`src/rtl/plconn_pkg.sv`:
```
// Purpose: shared constants and types for the port connection control block
// Assumes: 100 MHz core_clk, small fixed numbers of phys, slots and destinations
// Notes: destinations are small indices standing in for full addresses
package plconn_pkg;
  localparam int NPHY = 4;
  localparam int NSLOT = 8;
  localparam int NDEST = 4;
  localparam int NSMP = 2;
  localparam int PHYW = 2;
  localparam int SLOTW = 3;
  localparam int DESTW = 2;
  localparam int SMPW = 1;
  localparam int CLK_NS = 10;
  localparam int NEXUS_TICK_NS = 1000000;
  localparam int NEXUS_TICK_CYC = NEXUS_TICK_NS / CLK_NS;
  localparam int LINGER_NS = 2000;
  localparam logic [7:0] LINGER_CYC = 8'(LINGER_NS / CLK_NS);
  localparam logic [15:0] TMR_NEVER = 16'hffff;
  localparam logic [15:0] TMR_RST = 16'h0000;
  localparam logic [19:0] PRE_RST = 20'h00000;

  typedef enum logic [2:0] {
    RTY_NO_DEST = 3'h0, RTY_OPEN_TMO = 3'h1, RTY_PATH_BLK = 3'h2, RTY_OTHER = 3'h3
  } plconn_retry_t;
  typedef enum logic [2:0] {
    UTC_BAD_DEST = 3'h0, UTC_BREAK_RCV = 3'h1, UTC_RATE = 3'h2, UTC_PORT_REQ = 3'h3,
    UTC_PROTO = 3'h4, UTC_STP_BUSY = 3'h5, UTC_WRONG_DEST = 3'h6
  } plconn_utc_t;
  typedef enum logic [2:0] {
    CLS_NORMAL = 3'h0, CLS_TTI = 3'h1, CLS_TMO = 3'h2, CLS_BRK_REQ = 3'h3, CLS_BRK_RCV = 3'h4
  } plconn_close_t;
  typedef enum logic [3:0] {
    ST_NEXUS_LOSS = 4'h0, ST_NO_DEST = 4'h1, ST_OPEN_TMO = 4'h2, ST_BAD_DEST = 4'h3,
    ST_BREAK_RCV = 4'h4, ST_RATE = 4'h5, ST_CANCEL_ACK = 4'h6, ST_PROTO = 4'h7,
    ST_STP_BUSY = 4'h8, ST_WRONG_DEST = 4'h9
  } plconn_status_t;
  typedef enum logic [1:0] {
    TM_NONE = 2'h0, TM_IDLE = 2'h1, TM_RUN = 2'h2, TM_EXP = 2'h3
  } plconn_tmr_t;
  typedef enum logic [1:0] {
    CS_IDLE = 2'h0, CS_SWEEP_LOCAL = 2'h1, CS_WAIT_ACK = 2'h2, CS_SWEEP_ISSUED = 2'h3
  } plconn_cs_t;
  typedef struct packed {
    logic valid;
    logic issued;
    logic [PHYW-1:0] phy;
    logic [DESTW-1:0] dest;
    logic [1:0] proto;
  } plconn_slot_t;
endpackage : plconn_pkg

```
`src/rtl/plconn_ctrl.sv`:
```
// Purpose: connection failure and open connection handling toward phy managers
// Assumes: one event class at a time while ready is low, except cancel acks
// Notes: frame slots are loaded and issued by an outside scheduler
`timescale 1ns/100ps
`default_nettype none
// Function
// - expired timer on retry: delete, drop retry
// - report nexus loss for causing frame, remove
// - unissued same dest/proto frames: report, remove
// - issued same dest/proto: cancel open to phys
// - report issued ones only after cancel acks
// - retry failure status: nexus loss, open timeout or no destination
// - unable-to-connect reasons map to status codes
// - rate/protocol/stp failure reinitialises running timer
// - reported frame is removed from pending set
// - accept/reject opens goes to every phy
// - smp break to bound phy, else dropped
// - no open/frame after bad close until idle
// - normal close with pending opens may reopen
// - incoming opens never refused for outbound ones
// - own connection without frames gets closed
// - destination connection closed after linger time
// - disabled tx frames leads to close
// - idle timer starts on no-dest/open-timeout retry without connection
// - never-expiring timer keeps retries as retries
module plconn_ctrl
  import plconn_pkg::*;
#(
  parameter int TICK_CYC = NEXUS_TICK_CYC
)
(
  input wire logic core_clk,
  input wire logic rst,
  input wire logic frame_load_valid,
  input wire logic [SLOTW-1:0] frame_load_slot,
  input wire logic [DESTW-1:0] frame_load_dest,
  input wire logic [1:0] frame_load_proto,
  input wire logic open_issue_valid,
  input wire logic [SLOTW-1:0] open_issue_slot,
  input wire logic [PHYW-1:0] open_issue_phy,
  input wire logic tmr_cfg_valid,
  input wire logic [DESTW-1:0] tmr_cfg_dest,
  input wire logic [15:0] tmr_cfg_value,
  input wire logic retry_valid,
  input wire plconn_retry_t retry_reason,
  input wire logic [SLOTW-1:0] retry_slot,
  input wire logic utc_valid,
  input wire plconn_utc_t utc_reason,
  input wire logic [PHYW-1:0] utc_phy,
  input wire logic conn_open_valid,
  input wire logic [PHYW-1:0] conn_open_phy,
  input wire logic [DESTW-1:0] conn_open_dest,
  input wire logic conn_open_by_dest,
  input wire logic close_valid,
  input wire plconn_close_t close_reason,
  input wire logic [PHYW-1:0] close_phy,
  input wire logic disable_tx_valid,
  input wire logic [PHYW-1:0] disable_tx_phy,
  input wire logic ar_valid,
  input wire logic ar_accept,
  input wire logic smp_bind_valid,
  input wire logic smp_bind_en,
  input wire logic [SMPW-1:0] smp_bind_sm,
  input wire logic [PHYW-1:0] smp_bind_phy,
  input wire logic smp_break_valid,
  input wire logic [SMPW-1:0] smp_break_sm,
  output logic ready,
  output logic status_valid,
  output plconn_status_t status_code,
  output logic [SLOTW-1:0] status_slot,
  output logic retry_pass,
  output logic [NPHY-1:0] cancel_open,
  output logic [NPHY-1:0] ar_msg,
  output logic ar_msg_accept,
  output logic [NPHY-1:0] incoming_ok,
  output logic [NPHY-1:0] smp_break_msg,
  output logic [NPHY-1:0] tx_blocked,
  output logic [NPHY-1:0] reopen_hint,
  output logic [NPHY-1:0] close_conn
);
  typedef struct packed {
    plconn_cs_t cs;
    plconn_slot_t [NSLOT-1:0] slot;
    logic [DESTW-1:0] kdest;
    logic [1:0] kproto;
    logic [NPHY-1:0] cancel_wait;
    logic [NPHY-1:0] blocked;
    logic [NPHY-1:0] conn;
    logic [NPHY-1:0] by_dest;
    logic [NPHY-1:0] close_sent;
    logic [NPHY-1:0][DESTW-1:0] cdest;
    logic [NPHY-1:0][7:0] linger;
    logic [NSMP-1:0] smp_bound;
    logic [NSMP-1:0][PHYW-1:0] smp_phy;
    logic ready;
    logic status_valid;
    plconn_status_t status_code;
    logic [SLOTW-1:0] status_slot;
    logic retry_pass;
    logic [NPHY-1:0] cancel_open;
    logic [NPHY-1:0] ar_msg;
    logic ar_msg_accept;
    logic [NPHY-1:0] incoming_ok;
    logic [NPHY-1:0] smp_break_msg;
    logic [NPHY-1:0] reopen_hint;
    logic [NPHY-1:0] close_conn;
  } plconn_ctrl_t;

  plconn_ctrl_t s;
  plconn_ctrl_t next_s;
  plconn_tmr_t tmr_state [NDEST];
  logic [NDEST-1:0] tmr_never;
  logic [NDEST-1:0] tmr_start;
  logic [NDEST-1:0] tmr_init;
  logic [NDEST-1:0] tmr_remove;
  logic [DESTW-1:0] r_dest;
  logic r_fail;
  logic r_never;
  logic r_exp;
  logic r_created;
  logic u_hit;
  logic [SLOTW-1:0] u_slot;
  logic [DESTW-1:0] u_dest;

  genvar gd;
  generate
    for (gd = 0; gd < NDEST; gd++)
    begin : g_tmr
      plconn_nexus_timer #(.TICK_CYC(TICK_CYC)) u_tmr (
        .core_clk(core_clk),
        .rst(rst),
        .cfg_load(tmr_cfg_valid && tmr_cfg_dest == DESTW'(gd)),
        .cfg_value(tmr_cfg_value),
        .start(tmr_start[gd]),
        .init(tmr_init[gd]),
        .remove(tmr_remove[gd]),
        .state(tmr_state[gd]),
        .never(tmr_never[gd])
      );
    end
  endgenerate

  function automatic plconn_status_t utc_map(input plconn_utc_t r);
    case (r)
      UTC_BAD_DEST: utc_map = ST_BAD_DEST;
      UTC_BREAK_RCV: utc_map = ST_BREAK_RCV;
      UTC_RATE: utc_map = ST_RATE;
      UTC_PORT_REQ: utc_map = ST_CANCEL_ACK;
      UTC_PROTO: utc_map = ST_PROTO;
      UTC_STP_BUSY: utc_map = ST_STP_BUSY;
      default: utc_map = ST_WRONG_DEST;
    endcase
  endfunction : utc_map

  assign r_dest = s.slot[retry_slot].dest;
  assign r_fail = retry_reason inside {RTY_NO_DEST, RTY_OPEN_TMO, RTY_PATH_BLK};
  assign r_never = tmr_state[r_dest] != TM_NONE && tmr_never[r_dest];
  assign r_exp = tmr_state[r_dest] == TM_EXP;
  assign r_created = tmr_state[r_dest] != TM_NONE;

  // first slot whose open went to the failing phy
  always_comb
  begin
    u_hit = 1'b0;
    u_slot = '0;
    for (int i = NSLOT - 1; i >= 0; i--)
      if (s.slot[i].valid && s.slot[i].issued && s.slot[i].phy == utc_phy)
      begin
        u_hit = 1'b1;
        u_slot = SLOTW'(i);
      end
  end
  assign u_dest = s.slot[u_slot].dest;

  always_comb
  begin
    logic found;
    logic dest_conn;
    logic any_unissued;
    logic [NPHY-1:0] busy;
    next_s = s;
    found = 1'b0;
    dest_conn = 1'b0;
    any_unissued = 1'b0;
    busy = '0;
    tmr_start = '0;
    tmr_init = '0;
    tmr_remove = '0;
    next_s.status_valid = 1'b0;
    next_s.retry_pass = 1'b0;
    next_s.cancel_open = '0;
    next_s.ar_msg = '0;
    next_s.smp_break_msg = '0;
    next_s.reopen_hint = '0;
    next_s.close_conn = '0;
    for (int p = 0; p < NPHY; p++)
    begin
      if (s.conn[p] && s.cdest[p] == r_dest)
        dest_conn = 1'b1;
      for (int i = 0; i < NSLOT; i++)
        if (s.slot[i].valid && s.slot[i].dest == s.cdest[p])
          busy[p] = 1'b1;
    end
    for (int i = 0; i < NSLOT; i++)
      if (s.slot[i].valid && !s.slot[i].issued)
        any_unissued = 1'b1;
    if (frame_load_valid && !s.slot[frame_load_slot].valid)
      next_s.slot[frame_load_slot] = '{valid: 1'b1, issued: 1'b0, phy: '0,
                                       dest: frame_load_dest, proto: frame_load_proto};
    if (open_issue_valid && s.slot[open_issue_slot].valid)
    begin
      next_s.slot[open_issue_slot].issued = 1'b1;
      next_s.slot[open_issue_slot].phy = open_issue_phy;
    end
    // idle-connection closing; each phy closes once per connection
    for (int p = 0; p < NPHY; p++)
      if (s.conn[p] && !s.close_sent[p] && !busy[p])
      begin
        if (!s.by_dest[p])
        begin
          next_s.close_conn[p] = 1'b1;
          next_s.close_sent[p] = 1'b1;
        end
        else if (s.linger[p] == LINGER_CYC)
        begin
          next_s.close_conn[p] = 1'b1;
          next_s.close_sent[p] = 1'b1;
        end
        else
          next_s.linger[p] = s.linger[p] + 8'h01;
      end
      else
        next_s.linger[p] = 8'h00;
    if (disable_tx_valid && s.conn[disable_tx_phy] && !s.close_sent[disable_tx_phy])
    begin
      next_s.close_conn[disable_tx_phy] = 1'b1;
      next_s.close_sent[disable_tx_phy] = 1'b1;
    end
    if (conn_open_valid)
    begin
      next_s.conn[conn_open_phy] = 1'b1;
      next_s.cdest[conn_open_phy] = conn_open_dest;
      next_s.by_dest[conn_open_phy] = conn_open_by_dest;
      next_s.close_sent[conn_open_phy] = 1'b0;
      next_s.linger[conn_open_phy] = 8'h00;
    end
    if (close_valid)
    begin
      next_s.conn[close_phy] = 1'b0;
      next_s.close_sent[close_phy] = 1'b0;
      if (close_reason inside {CLS_TMO, CLS_BRK_REQ, CLS_BRK_RCV})
        next_s.blocked[close_phy] = 1'b1;
      else if (close_reason == CLS_TTI)
        next_s.blocked[close_phy] = 1'b0;
      if (close_reason inside {CLS_NORMAL, CLS_TTI} && any_unissued)
        next_s.reopen_hint[close_phy] = 1'b1;
    end
    if (ar_valid)
    begin
      next_s.ar_msg = '1;
      next_s.ar_msg_accept = ar_accept;
      // per-phy admission follows only this setting, never outbound opens
      next_s.incoming_ok = {NPHY{ar_accept}};
    end
    if (smp_bind_valid)
    begin
      next_s.smp_bound[smp_bind_sm] = smp_bind_en;
      next_s.smp_phy[smp_bind_sm] = smp_bind_phy;
    end
    if (smp_break_valid && s.smp_bound[smp_break_sm])
      next_s.smp_break_msg[s.smp_phy[smp_break_sm]] = 1'b1;
    if (s.cs inside {CS_SWEEP_LOCAL, CS_WAIT_ACK} && utc_valid && utc_reason == UTC_PORT_REQ)
      next_s.cancel_wait[utc_phy] = 1'b0; // acks may land during the local sweep
    case (s.cs)
      CS_IDLE:
        if (retry_valid && s.slot[retry_slot].valid)
        begin
          if (!r_fail || r_never)
            next_s.retry_pass = 1'b1;
          else if (r_exp || !r_created)
          begin
            // no timer at all: fail with open timeout for an open-timeout retry, else no destination
            next_s.status_valid = 1'b1;
            next_s.status_slot = retry_slot;
            next_s.status_code = r_exp ? ST_NEXUS_LOSS :
              (retry_reason == RTY_OPEN_TMO ? ST_OPEN_TMO : ST_NO_DEST);
            next_s.slot[retry_slot].valid = 1'b0;
            if (r_exp)
            begin
              tmr_remove[r_dest] = 1'b1;
              next_s.kdest = r_dest;
              next_s.kproto = s.slot[retry_slot].proto;
              for (int i = 0; i < NSLOT; i++)
                if (s.slot[i].valid && s.slot[i].issued && i != int'(retry_slot) &&
                    s.slot[i].dest == r_dest &&
                    s.slot[i].proto == s.slot[retry_slot].proto)
                  next_s.cancel_open[s.slot[i].phy] = 1'b1;
              next_s.cancel_wait = next_s.cancel_open;
              next_s.cs = CS_SWEEP_LOCAL;
            end
          end
          else
          begin
            if (retry_reason != RTY_PATH_BLK && tmr_state[r_dest] == TM_IDLE && !dest_conn)
              tmr_start[r_dest] = 1'b1;
            next_s.retry_pass = 1'b1;
          end
        end
        else if (utc_valid && u_hit)
        begin
          next_s.status_valid = 1'b1;
          next_s.status_code = utc_map(utc_reason);
          next_s.status_slot = u_slot;
          next_s.slot[u_slot].valid = 1'b0;
          if (utc_reason inside {UTC_RATE, UTC_PROTO, UTC_STP_BUSY})
            tmr_init[u_dest] = 1'b1;
        end
      CS_SWEEP_LOCAL:
      begin
        for (int i = 0; i < NSLOT; i++)
          if (!found && s.slot[i].valid && !s.slot[i].issued &&
              s.slot[i].dest == s.kdest && s.slot[i].proto == s.kproto)
          begin
            found = 1'b1;
            next_s.status_valid = 1'b1;
            next_s.status_code = ST_NEXUS_LOSS;
            next_s.status_slot = SLOTW'(i);
            next_s.slot[i].valid = 1'b0;
          end
        if (!found)
          next_s.cs = CS_WAIT_ACK;
      end
      CS_WAIT_ACK:
      begin
        if (s.cancel_wait == '0)
          next_s.cs = CS_SWEEP_ISSUED;
      end
      CS_SWEEP_ISSUED:
      begin
        for (int i = 0; i < NSLOT; i++)
          if (!found && s.slot[i].valid &&
              s.slot[i].dest == s.kdest && s.slot[i].proto == s.kproto)
          begin
            found = 1'b1;
            next_s.status_valid = 1'b1;
            next_s.status_code = ST_NEXUS_LOSS;
            next_s.status_slot = SLOTW'(i);
            next_s.slot[i].valid = 1'b0;
          end
        if (!found)
          next_s.cs = CS_IDLE;
      end
      default: next_s.cs = CS_IDLE;
    endcase
    next_s.ready = (next_s.cs == CS_IDLE);
  end

  always_ff @(posedge core_clk)
  begin
    if (rst)
    begin
      s <= '0;
      s.ready <= 1'b1;
    end
    else
      s <= next_s;
  end

  assign ready = s.ready;
  assign status_valid = s.status_valid;
  assign status_code = s.status_code;
  assign status_slot = s.status_slot;
  assign retry_pass = s.retry_pass;
  assign cancel_open = s.cancel_open;
  assign ar_msg = s.ar_msg;
  assign ar_msg_accept = s.ar_msg_accept;
  assign incoming_ok = s.incoming_ok;
  assign smp_break_msg = s.smp_break_msg;
  assign tx_blocked = s.blocked;
  assign reopen_hint = s.reopen_hint;
  assign close_conn = s.close_conn;
endmodule : plconn_ctrl
`default_nettype wire

```
`src/rtl/plconn_nexus_timer.sv`:
```
// Purpose: one nexus loss timer for one destination
// Assumes: created by a config load, counts in ticks of TICK_CYC cycles
// Notes: an initial value of all ones never starts
`timescale 1ns/100ps
`default_nettype none
module plconn_nexus_timer
  import plconn_pkg::*;
#(
  parameter int TICK_CYC = NEXUS_TICK_CYC
)
(
  input wire logic core_clk,
  input wire logic rst,
  input wire logic cfg_load,
  input wire logic [15:0] cfg_value,
  input wire logic start,
  input wire logic init,
  input wire logic remove,
  output plconn_tmr_t state,
  output logic never
);
  typedef struct packed {
    plconn_tmr_t st;
    logic [15:0] init_val;
    logic [15:0] remain;
    logic [19:0] pre;
  } plconn_tm_state_t;

  plconn_tm_state_t s;
  plconn_tm_state_t next_s;

  always_comb
  begin
    next_s = s;
    case (s.st)
      TM_NONE:
        if (cfg_load)
        begin
          next_s.st = TM_IDLE;
          next_s.init_val = cfg_value;
          next_s.remain = cfg_value;
        end
      TM_IDLE:
        if (start && s.init_val != TMR_NEVER)
        begin
          next_s.st = TM_RUN;
          next_s.pre = PRE_RST;
        end
      TM_RUN:
        if (s.pre == 20'(TICK_CYC - 1))
        begin
          next_s.pre = PRE_RST;
          if (s.remain <= 16'h0001)
            next_s.st = TM_EXP;
          else
            next_s.remain = s.remain - 16'h0001;
        end
        else
          next_s.pre = s.pre + 20'h00001;
      TM_EXP: next_s.st = TM_EXP;
      default: next_s.st = TM_NONE;
    endcase
    if (init && s.st == TM_RUN)
    begin
      next_s.st = TM_IDLE;
      next_s.remain = s.init_val;
    end
    if (remove)
      next_s.st = TM_NONE;
  end

  always_ff @(posedge core_clk)
  begin
    if (rst)
      s <= '{st: TM_NONE, init_val: TMR_RST, remain: TMR_RST, pre: PRE_RST};
    else
      s <= next_s;
  end

  assign state = s.st;
  assign never = (s.init_val == TMR_NEVER);
endmodule : plconn_nexus_timer
`default_nettype wire

```
`config.mk`:
```
export PLATFORM = sky130hd
export DESIGN_NAME = plconn_ctrl
export DESIGN_NICKNAME = d
export VERILOG_FILES = /design/src/rtl/plconn_pkg.sv /design/src/rtl/plconn_ctrl.sv /design/src/rtl/plconn_nexus_timer.sv
export SDC_FILE = /design/constraint.sdc
export NUM_CORES = 1
export LEC_CHECK = 0
export ABC_AREA = 1
export BUFFER_PORTS_ARGS = -buffer_cell sky130_fd_sc_hd__clkbuf_2
export CAP_MARGIN = 20
export CORE_AREA = 3 3 243 245
export CTS_CLUSTER_DIAMETER = 150
export DETAILED_ROUTE_END_ITERATION = 8
export DIE_AREA = 0 0 246 248
export PLACE_DENSITY = 0.59
export SLEW_MARGIN = 20
export SYNTH_ARGS = -nofsm -noshare
export SYNTH_HDL_FRONTEND = slang
export SYNTH_HIERARCHICAL = 1
export SYNTH_SLANG_ARGS = --single-unit
export TNS_END_PERCENT = 5
```
`constraint.sdc`:
```
create_clock -name core_clk -period 8.8 [get_ports core_clk]
set_clock_uncertainty 0.1 [all_clocks]
set_input_delay 2.2 -clock core_clk [delete_from_list [all_inputs] [get_ports core_clk]]
set_output_delay 2.2 -clock core_clk [all_outputs]
set_load 0.02 [all_outputs]
```
==> impl_results.md <==
- Outcome: completed
- Max Cap Violations: 0
- RSZ-0062 raised after global routing: no
- Quantity of I/O buffers inserted on ports: 110
- TritonCTS clock tree: built
- Number of resized instances in the post-cts repair step: 0
- Max Slew Vio Count: 0
- Fraction of registers with async set/reset: 0%
- Nets: 4240
- Number of nets with antenna violations after detailed routing: 0
- Path type of the worst min-delay path: reg2reg
- Number of hold buffers added after cts: 0
- Fin Setup TNS: 0 ps
- Slack of the worst reg-to-reg path: 4190 ps
- Final number of hold-violating endpoints: 0
- Routability congestion estimate from global placement: 0.9915
- Clock Latency Late Sink: 590 ps
- Aggregate global-route resource usage: 26.59%
- Top-level I/O count: 111
- Worst max-slew margin expressed relative to the limit: 33.16%
- Number of iterations in the first detailed-routing pass: 6
- Wire length of the first global-routing pass: 130600 µm
- Cell total after placement: 4854
- Core ar.: 57370 µm²
- Buffer depth of the longest clock path: 3
- CP bufs+invs: 6
- Synth warn: 6
- Startpoint type of the worst setup path: primary input
- Routed wirelength normalized by instance count: 16.83 µm
- Time the worst path needs with I/O delays and setup: 5896 ps
- Power density cells: 184.1 nW/µm²
- EDFF count, synth: 0
- Number of diodes: 0
- Post-synthesis cell count: 4161
- Family of cells with the greatest summed delay on the critical path: simple AND/OR/NAND/NOR gates
- Path depth of the worst reg2reg path: 23
- Routed Wire Length: 83200 µm
- WP data arrival: 6280 ps
- Final standard cell count with taps included and fillers excluded: 4943
- Area contributors post-synth: sky130_fd_sc_hd__dfxtp_1 (30%), sky130_fd_sc_hd__nand2_1 (15%), sky130_fd_sc_hd__nor2_1 (8.2%), sky130_fd_sc_hd__nand3_1 (7.0%), sky130_fd_sc_hd__a21oi_1 (6.8%)
- Category of the most critical setup path: in2reg
- Average size of a mapped cell: 6.161 µm²
- Layout cell share with drive strength beyond 1: 9.526%
- Minimum setup slack after placement: 2394 ps
- Final core utilization: 48.52%
- Sequential element share of the synthesized area: 29.67%
- Slowest cell on the critical path: sky130_fd_sc_hd__nand2_1
- Starting utilization of the core area: 44.69%
- Highest clock rate: 169.6 MHz
- Top cell type by total area after synthesis: sky130_fd_sc_hd__dfxtp_1
- Post-synthesis to final-layout area growth: 8.565%
- CP max stage delay: 450 ps
- Startpoint of the worst hold path: g_tmr[3].u_tmr/s[37]$_SDFFE_PP0P_
- Pin count of the biggest net entering global routing: 61
- IR drop worst, VDD: 0.1541 mV
- Die boundary width: 246 µm
- Destination of the worst hold path: g_tmr[3].u_tmr/s[37]$_SDFFE_PP0P_
- Data required time at the worst endpoint: 9180 ps
- First element of the critical path: retry_slot[2]
- FF+latch count, synth: 380
- Worst hold margin: 361.6 ps
- CTS buffer count: 47
- Vias in the first global route: 24050
- Register clock-pin slew on the reported worst setup and hold paths: 60 ps
- Reg2reg start: s[124]$_SDFFE_PP0P_
- Initial antenna violation count: 0
- Least-Margin Pin Slew: 996.4 ps
- Net count of the mapped netlist: 4261
- DR iter-0 viols: 2092
- Area fraction of the dominant cell type after synthesis: 29.67%
- Instance count along the most critical hold path: 2
- Final Worst Setup Slack: 2904 ps
- Synth Flop Type: sky130_fd_sc_hd__dfxtp_1
- Via total after detailed routing: 26470
- Leakage power: 11.96 nW
- Endpoint type of the worst setup path: flop
- Number of sinks driven by the clock tree: 380
- Row count: 88
- Worst r2r dst: g_tmr[2].u_tmr/s[2]$_SDFFE_PP0P_
- Peak fanout along the critical path: 20
- Root Buffer Master: sky130_fd_sc_hd__clkbuf_16
- Total Die Area: 61010 µm²
- Post-synthesis cell type count: 57
- Final critical-path share of the clock period: 67.00%
- Setup-failing EPs final: 0
- Number of levels the H-tree was split into: 2
- Series of cell instances along the critical path: clkbuf_2, inv_1, nand3_2, nand2_2, inv_2, nor2_1, inv_1, nor2_1, nor2_1, o21a_1, inv_1, ha_1, o31ai_1, a41oi_1, nand3_1, nor3_1, o21ai_1, inv_1, nand2_1, nand2_1, nand2_1, nand2_1, nor2_1
- Post-CTS setup repair buffer count: 0
- Number of vias per cell after detailed routing: 5.355
- Residual overflow from global routing: 0
- Drt drc: 0
- Total standard cell area after synthesis: 25640 µm²
- Half-perimeter wire length of the detailed placement result: 60180 µm
- Die boundary height: 248 µm
-- cell type report --
cell class / instances / area [µm²]
Multi-Input combinational cell: 3089 / 15020
Clock buffer: 65 / 1406
Fill cell: 6146 / 29530
Inverter: 498 / 1882
Clock inverter: 22 / 277.8
Sequential cell: 380 / 7607
Timing Repair Buffer: 124 / 685.7
Tap cell: 765 / 957.2
-- state kept, by name, indices dropped and copies added (netlist names), 3 cells and up, named ones only --
name               cells
g_tmr.u_tmr/s        208
s                    132
g_tmr.u_tmr/state      8
cancel_open            4
close_conn             4
reopen_hint            4
smp_break_msg          4
status_code            4
status_slot            3
-- layer usage --
layer	wire length (µm)	track usage, %
met4	2903	9.569
met5	0	0
met3	5421	3.911
met1	37020	35.16
met2	37850	44.13
-- report_power, final --
part	internal [mW]	switching, mW
combinational	0.346	0.756
sequential	1.81	0.109
clock	1.27	0.827
-- cells in the mapped netlist (4+ instances only) --
library cell	n
sky130_fd_sc_hd__buf_6	20
sky130_fd_sc_hd__a211oi_1	22
sky130_fd_sc_hd__nand2_2	57
sky130_fd_sc_hd__o2111ai_1	9
sky130_fd_sc_hd__buf_2	57
sky130_fd_sc_hd__or2_2	12
sky130_fd_sc_hd__inv_1	458
sky130_fd_sc_hd__xnor2_1	21
sky130_fd_sc_hd__a221oi_1	4
sky130_fd_sc_hd__ha_1	28
sky130_fd_sc_hd__nor2_1	562
sky130_fd_sc_hd__nand3_2	11
sky130_fd_sc_hd__o21ai_1	16
sky130_fd_sc_hd__nor2_2	29
sky130_fd_sc_hd__nand4_1	86
sky130_fd_sc_hd__nand3_1	357
sky130_fd_sc_hd__o21bai_1	14
sky130_fd_sc_hd__o221ai_1	14
sky130_fd_sc_hd__clkinv_1	8
sky130_fd_sc_hd__nor4_1	11
sky130_fd_sc_hd__nor2_4	16
sky130_fd_sc_hd__nand2_1	1034
sky130_fd_sc_hd__nand2_4	9
sky130_fd_sc_hd__a21oi_1	346
sky130_fd_sc_hd__buf_4	53
sky130_fd_sc_hd__inv_2	25
sky130_fd_sc_hd__o31ai_1	6
sky130_fd_sc_hd__xor2_1	45
sky130_fd_sc_hd__nand3b_1	13
sky130_fd_sc_hd__nand3_4	11
sky130_fd_sc_hd__and2_1	5
sky130_fd_sc_hd__dfxtp_1	380
sky130_fd_sc_hd__clkinv_2	4
sky130_fd_sc_hd__clkbuf_1	56
sky130_fd_sc_hd__o22ai_1	29
sky130_fd_sc_hd__o21ai_0	209
sky130_fd_sc_hd__o211ai_1	10
sky130_fd_sc_hd__buf_1	6
sky130_fd_sc_hd__a31oi_1	28
sky130_fd_sc_hd__nor3_1	52
-- stage by stage --
| step | area (µm²) | power (mW) |
|---|---|---|
| after floorplan | 25640 | 2.763 |
| after global placement | 26110 | 3.043 |
| after detailed placement | 26110 | 3.043 |
| after CTS | 27790 | 5.157 |
| after global routing | 27830 | 5.393 |
| final | 27830 | 5.123 |
-- cells in the final DEF, fill, tap and decap left out, drive strengths merged, types with 6 or more instances in the layout --
master | Yosys | layout
o22ai | 29 | 29
o21bai | 14 | 14
o21ai | 226 | 226
xnor2 | 21 | 21
o221ai | 14 | 14
nand4 | 87 | 87
nor4 | 11 | 11
o2111ai | 9 | 9
clkbuf | 58 | 174
buf | 136 | 15
ha | 28 | 28
xor2 | 45 | 45
nand3b | 13 | 13
o31ai | 6 | 6
clkinv | 12 | 22
a21oi | 347 | 347
inv | 486 | 488
o211ai | 10 | 10
nor3 | 55 | 55
a31oi | 28 | 28
nand2 | 1101 | 1101
dfxtp | 380 | 380
nor2 | 609 | 609
nand3 | 379 | 379
or2 | 12 | 12
a211oi | 22 | 22
-- worst max-delay path by stage --
stage / endpoint / slack, ps / cells past startpoint
after floorplan: g_tmr[0].u_tmr/s[2]$_SDFFE_PP0P_ / 3770 / 27
after global placement: g_tmr[2].u_tmr/s[2]$_SDFFE_PP0P_ / 2450 / 25
after detailed placement: g_tmr[2].u_tmr/s[2]$_SDFFE_PP0P_ / 2390 / 25
after CTS: g_tmr[2].u_tmr/s[2]$_SDFFE_PP0P_ / 3000 / 23
after global routing: g_tmr[2].u_tmr/s[2]$_SDFFE_PP0P_ / 2520 / 23
final: g_tmr[2].u_tmr/s[2]$_SDFFE_PP0P_ / 2900 / 23
-- cells by family after synthesis --
| group | synth area share [%] |
|---|---|
| flops | 29.67 |
| buf+inv | 11.83 |
| simple gates | 39.41 |
| fa+ha+maj | 1.367 |
| compound gates | 15.47 |
| xor+xnor | 2.255 |
-- worst register-to-register path, cell delays in order, from the launching register on --
cell and delay (ps):
sky130_fd_sc_hd__dfxtp_1 640, sky130_fd_sc_hd__inv_1 300, sky130_fd_sc_hd__a21oi_1 300, sky130_fd_sc_hd__nand3_4 200
sky130_fd_sc_hd__nand2_8 200, sky130_fd_sc_hd__inv_4 80, sky130_fd_sc_hd__nor2_1 100, sky130_fd_sc_hd__inv_1 90
sky130_fd_sc_hd__o22ai_1 120, sky130_fd_sc_hd__nor2_1 60, sky130_fd_sc_hd__o21a_1 130, sky130_fd_sc_hd__inv_1 80
sky130_fd_sc_hd__ha_1 150, sky130_fd_sc_hd__o31ai_1 80, sky130_fd_sc_hd__a41oi_1 170, sky130_fd_sc_hd__nand3_1 190
sky130_fd_sc_hd__nor3_1 390, sky130_fd_sc_hd__o21ai_1 190, sky130_fd_sc_hd__inv_1 80, sky130_fd_sc_hd__nand2_1 450
sky130_fd_sc_hd__nand2_1 250, sky130_fd_sc_hd__nand2_1 70, sky130_fd_sc_hd__nand2_1 50, sky130_fd_sc_hd__nor2_1 50
No activity file was read; power rests on OpenSTA's default activity.
